[config.mk]
export PLATFORM = sky130hd
export DESIGN_NAME = kcv_regs
export DESIGN_NICKNAME = d
export VERILOG_FILES = /design/src/hw/kcv_pkg.sv /design/src/hw/kcv_byte_merge.sv /design/src/hw/kcv_regs.sv
export VERILOG_INCLUDE_DIRS = /design/src /design/src/hw
export SDC_FILE = /design/constraint.sdc
export NUM_CORES = 1
export LEC_CHECK = 0
export ABC_AREA = 1
export BUFFER_PORTS_ARGS = -buffer_cell sky130_fd_sc_hd__buf_2
export CORE_UTILIZATION = 47
export DETAILED_ROUTE_END_ITERATION = 6
export GPL_TIMING_DRIVEN = 0
export PLACE_DENSITY = 0.83
export SYNTH_ARGS = -nofsm -noshare
export SYNTH_HDL_FRONTEND = slang
export SYNTH_SLANG_ARGS = --single-unit
[constraint.sdc]
create_clock -name mclk_in -period 4.1 [get_ports mclk_in]
set_clock_uncertainty 0.15 [all_clocks]
set_input_delay 0.205 -clock mclk_in [delete_from_list [all_inputs] [get_ports mclk_in]]
set_output_delay 0.205 -clock mclk_in [all_outputs]
set_load 0.02 [all_outputs]
[src/hw/kcv_params.svh]
// Constants of the keyed clock and voltage register bank.
// Assumes inclusion by its bare name from the package, the register bank, the checker and the bench.
`ifndef KCV_PARAMS_SVH
`define KCV_PARAMS_SVH

// ****************************************************************
// Byte offsets
// ****************************************************************
`define KCV_OFF_CLK_EN   12'h0f8
`define KCV_OFF_UNIT_RST 12'h0fc
`define KCV_OFF_KEY      12'h100
`define KCV_OFF_DSV      12'h134
`define KCV_OFF_PDSEL    12'h138

// ****************************************************************
// Fields, values and reset values
// ****************************************************************
`define KCV_UNLOCK_VALUE 32'h1a2b3c4d
`define KCV_DSV_MSB      2
`define KCV_RESET_WORD   32'h00000000
`define KCV_RESP_OKAY    2'h0
`define KCV_RESP_SLVERR  2'h2

`endif

[src/hw/kcv_pkg.sv]
// Types of the keyed clock and voltage register bank.
// Assumes kcv_params.svh on the include path.
`include "kcv_params.svh"

package kcv_pkg;

    typedef enum logic [1:0]
    {
        KCV_WR_IDLE = 2'b01,
        KCV_WR_RESP = 2'b10
    } kcv_wr_state_t;

    typedef struct packed
    {
        logic [31:0] data;
        logic        unlocked;
    } kcv_key_t;

endpackage

[src/hw/kcv_byte_merge.sv]
// Byte-lane merge of a write word into a stored word.
// Assumes AXI4-Lite write strobes, one per byte lane.
`timescale 1ns/10ps

module kcv_byte_merge
(
    // Operands
    input  wire logic [31:0] old_in,
    input  wire logic [31:0] new_in,
    input  wire logic [3:0]  strb_in,
    // Result
    output logic      [31:0] merged_out
);

    genvar g;
    generate
        for (g = 0; g < 4; g++)
        begin : g_lane
            assign merged_out[8*g+7:8*g] =
                strb_in[g] ? new_in[8*g+7:8*g] : old_in[8*g+7:8*g];
        end
    endgenerate

endmodule // kcv_byte_merge

[src/hw/kcv_regs.sv]
// Keyed clock and voltage register bank behind an AXI4-Lite slave.
// Assumes one synchronous clock and a synchronous active-high reset.
//
// Behaviour
// - Clock-enable bit 0 gates third I2C clock; software sets and clears.
// - Reset bit 0 holds third I2C unit in reset while one.
// - Key register is write-only and always reads zero.
// - Voltage registers writable only after key 0x1A2B3C4D was written.
// - Deep-sleep code bits 2:0: 1.2V, 1.1V, 1.0V, 0.9V; rest reserved.
// - Power-down select bit 0: zero 2.6V, one 1.8V.
// - Registers other than the key accept byte, half-word and word writes; the key needs a full word.
//
// The AXI4-Lite register port was chosen for this implementation.
`timescale 1ns/10ps
`include "kcv_params.svh"

module kcv_regs
    import kcv_pkg::*;
(
    // Clock and reset
    input  wire logic        mclk_in,
    input  wire logic        rst_in,
    // AXI4-Lite write address
    input  wire logic [11:0] awaddr_in,
    input  wire logic        awvalid_in,
    output logic             awready_out,
    // AXI4-Lite write data
    input  wire logic [31:0] wdata_in,
    input  wire logic [3:0]  wstrb_in,
    input  wire logic        wvalid_in,
    output logic             wready_out,
    // AXI4-Lite write response
    output logic [1:0]       bresp_out,
    output logic             bvalid_out,
    input  wire logic        bready_in,
    // AXI4-Lite read address
    input  wire logic [11:0] araddr_in,
    input  wire logic        arvalid_in,
    output logic             arready_out,
    // AXI4-Lite read data
    output logic [31:0]      rdata_out,
    output logic [1:0]       rresp_out,
    output logic             rvalid_out,
    input  wire logic        rready_in,
    // Controls
    output logic             third_i2c_clock_gate_out,
    output logic             third_i2c_reset_hold_out,
    output logic [2:0]       deep_sleep_voltage_code_out,
    output logic             power_down_level_select_out
);

    // ****************************************************************
    // State
    // ****************************************************************
    typedef struct packed
    {
        kcv_wr_state_t wst;
        logic          aw_have;
        logic [11:0]   aw_addr;
        logic          w_have;
        logic [31:0]   w_data;
        logic [3:0]    w_strb;
        logic [1:0]    bresp;
        logic          rvalid;
        logic [31:0]   rdata;
        logic [1:0]    rresp;
        logic          clk_en;
        logic          unit_rst;
        logic          unlocked;
        logic [2:0]    dsv;
        logic          pdsel;
        logic          aw_free;
        logic          w_free;
        logic          ar_free;
        logic          bvalid;
    } kcv_state_t;

    kcv_state_t  st_q;
    kcv_state_t  st_d;
    logic [31:0] old_word;
    logic [31:0] merged;
    logic        do_write;
    logic        do_read;

    kcv_byte_merge u_merge
    (
        .old_in     (old_word),
        .new_in     (st_q.w_data),
        .strb_in    (st_q.w_strb),
        .merged_out (merged)
    );

    // ****************************************************************
    // Old word under the write lane merge
    // ****************************************************************
    always_comb
    begin
        case (st_q.aw_addr)
            `KCV_OFF_CLK_EN:   old_word = {31'h0, st_q.clk_en};
            `KCV_OFF_UNIT_RST: old_word = {31'h0, st_q.unit_rst};
            `KCV_OFF_DSV:      old_word = {29'h0, st_q.dsv};
            `KCV_OFF_PDSEL:    old_word = {31'h0, st_q.pdsel};
            default:           old_word = `KCV_RESET_WORD;
        endcase
    end

    // ****************************************************************
    // Next state
    // ****************************************************************
    always_comb
    begin
        st_d = st_q;
        do_write = (st_q.wst == KCV_WR_IDLE) && st_q.aw_have && st_q.w_have;
        do_read = arvalid_in && !st_q.rvalid;
        if (!st_q.aw_have && awvalid_in)
        begin
            st_d.aw_have = 1'b1;
            st_d.aw_addr = {awaddr_in[11:2], 2'b00};
        end
        if (!st_q.w_have && wvalid_in)
        begin
            st_d.w_have = 1'b1;
            st_d.w_data = wdata_in;
            st_d.w_strb = wstrb_in;
        end
        case (st_q.wst)
            KCV_WR_IDLE:
            begin
                if (do_write)
                begin
                    st_d.wst = KCV_WR_RESP;
                    st_d.bresp = `KCV_RESP_OKAY;
                    case (st_q.aw_addr)
                        `KCV_OFF_CLK_EN:
                            st_d.clk_en = merged[0];
                        `KCV_OFF_UNIT_RST:
                            st_d.unit_rst = merged[0];
                        `KCV_OFF_KEY:
                            // Partial writes cannot form the key
                            st_d.unlocked = (st_q.w_strb == 4'hf) &&
                                (st_q.w_data == `KCV_UNLOCK_VALUE);
                        `KCV_OFF_DSV:
                        begin
                            if (st_q.unlocked)
                                st_d.dsv = merged[`KCV_DSV_MSB:0];
                        end
                        `KCV_OFF_PDSEL:
                        begin
                            if (st_q.unlocked)
                                st_d.pdsel = merged[0];
                        end
                        default:
                            st_d.bresp = `KCV_RESP_SLVERR;
                    endcase
                end
            end
            KCV_WR_RESP:
            begin
                if (bready_in)
                begin
                    st_d.wst = KCV_WR_IDLE;
                    st_d.aw_have = 1'b0;
                    st_d.w_have = 1'b0;
                end
            end
            default:
                st_d.wst = KCV_WR_IDLE;
        endcase
        if (st_q.rvalid && rready_in)
            st_d.rvalid = 1'b0;
        if (do_read)
        begin
            st_d.rvalid = 1'b1;
            st_d.rresp = `KCV_RESP_OKAY;
            case ({araddr_in[11:2], 2'b00})
                `KCV_OFF_CLK_EN:   st_d.rdata = {31'h0, st_q.clk_en};
                `KCV_OFF_UNIT_RST: st_d.rdata = {31'h0, st_q.unit_rst};
                `KCV_OFF_KEY:      st_d.rdata = `KCV_RESET_WORD;
                `KCV_OFF_DSV:      st_d.rdata = {29'h0, st_q.dsv};
                `KCV_OFF_PDSEL:    st_d.rdata = {31'h0, st_q.pdsel};
                default:
                begin
                    st_d.rdata = `KCV_RESET_WORD;
                    st_d.rresp = `KCV_RESP_SLVERR;
                end
            endcase
        end

        // ****************************************************************
        // Handshake outputs registered from the next state
        // ****************************************************************
        st_d.aw_free = !st_d.aw_have;
        st_d.w_free = !st_d.w_have;
        st_d.ar_free = !st_d.rvalid;
        st_d.bvalid = (st_d.wst == KCV_WR_RESP);
        if (rst_in)
        begin
            st_d = '0;
            st_d.wst = KCV_WR_IDLE;
            st_d.aw_free = 1'b1;
            st_d.w_free = 1'b1;
            st_d.ar_free = 1'b1;
        end
    end

    always_ff @(posedge mclk_in)
    begin
        st_q <= st_d;
    end

    // ****************************************************************
    // Outputs
    // ****************************************************************
    assign awready_out = st_q.aw_free;
    assign wready_out = st_q.w_free;
    assign bvalid_out = st_q.bvalid;
    assign bresp_out = st_q.bresp;
    assign arready_out = st_q.ar_free;
    assign rvalid_out = st_q.rvalid;
    assign rdata_out = st_q.rdata;
    assign rresp_out = st_q.rresp;
    assign third_i2c_clock_gate_out = st_q.clk_en;
    assign third_i2c_reset_hold_out = st_q.unit_rst;
    assign deep_sleep_voltage_code_out = st_q.dsv;
    assign power_down_level_select_out = st_q.pdsel;

endmodule // kcv_regs

==> results.py <==
metrics = {
    "die": {
        "rows": 29,
        "die_h_microns": 83.0,
        "core_area_sq_um": 6350,
        "start_util": 0.485,
        "fp.dieW_microns": 83.0,
        "design.die.area_sq_um": 6880,
        "io_pins": 114,
    },
    "timing": {
        "fin_setup_tns_ns": 0,
        "hold_viol_final": 0,
        "period_needed_ns": 1.79,
        "timing.final.ws_setup_ns": 2.31,
        "rsz0062_at_grt": "false",
        "drv_slew": 0,
        "setup_violations": 0,
        "period_share": 0.437,
        "max_freq_ghz": 0.558,
    },
    "detailed_routing": {
        "wirelength_mm": 7.45,
        "ant_nets": 0,
        "drc": 0,
        "via_per_inst": 4.71,
        "vias": 3096,
        "first_pass_iters": 4,
        "wl_per_cell_microns": 11.3,
        "drtIter0Drc": 167,
    },
    "critical_path": {
        "worstSetupEndpointType": "register",
        "critical_path_arrival_ns": 1.92,
        "worstPathRequired_ns": 4.23,
        "worstSetupPathType": "in2reg",
        "worstPathMaxFanout": 10,
        "cp-start-kind": "input port",
    },
    "power_and_ir_drop": {
        "p_per_area_nw_per_um2": 389,
        "leakage_nw": 2.12,
        "peakVddDrop_mv": 0.373,
    },
    "logic_synthesis": {
        "netlist_area_sq_um": 3080,
        "syn_inst": 419,
        "yosysWarnings": 0,
        "ys_types": 29,
        "synth_area_per_cell_sq_um": 7.35,
        "yosysSeqAreaShare": 0.435,
        "ys_seq_elements": 67,
    },
    "placement": {
        "gp_congestion": 0.834,
        "place_hpwl_mm": 5.10,
        "placedCellCount": 604,
        "dp_slack_ns": 2.45,
        "port_buffers": 78,
    },
    "cts": {
        "clkSlewWorstSetupHoldPaths_ns": 0.07,
        "postCtsSetupBuffers": 0,
        "numCtsBuffers": 9,
        "clockBufferDepth": 2,
        "clk_latency_ns": 0.34,
        "cts_tree": "yes",
        "htreeDepth": 3,
        "clockRootBuffer": "clkbuf_8",
        "cts_sinks": 67,
    },
    "layout": {
        "drive_above_1_share": 0.266,
        "num-fill-cells": 506,
        "finalNonFillerCells": 657,
        "nets": 644,
        "syn2layout_area_growth_pct": 39.3,
        "final_util": 0.676,
        "diodes": 0,
    },
    "global_routing": {
        "grt_max_degree": 13,
        "track_usage": 0.227,
        "overflow": 0,
        "antenna_found_initial": 0,
        "grt_pass1_vias": 3004,
        "grt_pass1_wl_mm": 12.8,
    },
    "run": {
        "drv_cap": 0,
    },
    "worst_hold_path": {
        "min_path_type": "in2reg",
    },
    "outcome": {
        "status": "completed",
    },
}
-- cells in the final DEF, fill, tap and decap left out, types with 2 or more instances in the layout --
cell,instances
nor2_1,88
buf_2,81
dfxtp_1,67
o21ai_0,53
inv_1,45
buf_4,39
dlygate4sd3_1,37
conb_1,31
a21oi_1,25
nand2_1,25
nand3_1,14
clkbuf_1,10
nand4_1,10
clkbuf_8,9
nand2_2,6
nor3_1,5
nor2_2,4
inv_2,3
o21ai_1,3
o21a_1,3
nor4_1,3
bufinv_16,3
nor2_4,2
ha_1,2
clkinv_2,2
-- cell families (layout without fill, tap and decap cells) --
logic type	after synthesis	in the layout	share of synthesized area
flops	67	67	0.435
compound gates	86	86	0.144
buf+inv	100	231	0.171
simple gates	163	163	0.240
other cells	1	31	0.00122
fa+ha+maj	2	2	0.00812
-- power by group --
group / internal, mW / switching, mW
registers: 0.701 / 0.0282
clock network: 0.402 / 0.255
logic: 0.122 / 0.160
-- final timing paths --
check,startpoint,end,slack [ns],cells after the start
max,rst_in,st_q[57],2.31,7
min,wdata_in[18],st_q[70],0.008,3
max reg2reg,st_q[84],st_q[54],2.43,5
min reg2reg,st_q[68],st_q[68],0.31,2
-- worst max-delay path, stage by stage --
cell and delay [ns]:
dlygate4sd3_1 0.53, buf_2 0.15, inv_1 0.11, buf_2 0.24, clkbuf_1 0.37, o21ai_0 0.18
nor2_1 0.13
-- layout make-up --
cell class | count | area, sq um | share of cell area
Buffer | 52 | 345 | 0.0805
Clock buffer | 9 | 124 | 0.0289
Clock inverter | 7 | 116 | 0.0271
Inverter | 48 | 180 | 0.0420
Multi-Input combinational cell | 282 | 1330 | 0.309
Sequential cell | 67 | 1340 | 0.313
Tap cell | 77 | 96.3 | 0.0225
Timing Repair Buffer | 115 | 761 | 0.177
-- cells in the mapped netlist, drive strengths merged --
cell	instances	area (sq um)
dfxtp	67	1340
nand2	31	131
ha	2	25.0
buf	42	308
clkbuf	10	37.5
nand3b	1	7.51
nand4	10	62.6
nand3	15	80.1
conb	1	3.75
nor4	3	18.8
nor4b	1	8.76
inv	48	180
and3	1	6.26
o311ai	1	8.76
a21oi	25	125
nor3	6	41.3
or2	1	6.26
o21a	3	22.5
nor2	94	378
o21ai	56	280
o211ai	1	7.51
-- what timing repair did --
item                      4_1_cts  5_1_grt
gates resized for setup         0        0
hold endpoints to repair       37        0
hold buffers                   37        0
-- routing by layer --
layer | part of all wire | GRT usage
met4 | 0.015 | 0.0690
met5 | 0 | 0
met2 | 0.50 | 0.408
met3 | 0.057 | 0.0547
met1 | 0.42 | 0.267
-- stage by stage --
stage                     total power [mW]  cell area [sq um]  hold slack [ns]
final                                 1.67               4290          0.00788
after global routing                  1.75               4290           0.0205
after CTS                             1.67               4290          0.00279
after detailed placement             0.993               3680            0.283
after global placement               0.980               3680            0.275
after floorplan                      0.917               3190            0.162
-- state kept, by name (all words and copies together), names as in the netlist --
signal / cells
rvalid_out: 1
rdata_out: 3
arready_out: 1
third_i2c_clock_gate_out: 1
rresp_out: 1
deep_sleep_voltage_code_out: 3
awready_out: 1
wready_out: 1
third_i2c_reset_hold_out: 1
bvalid_out: 1
power_down_level_select_out: 1
bresp_out: 1
st_q: 51
(Power assumes the default switching activity.)
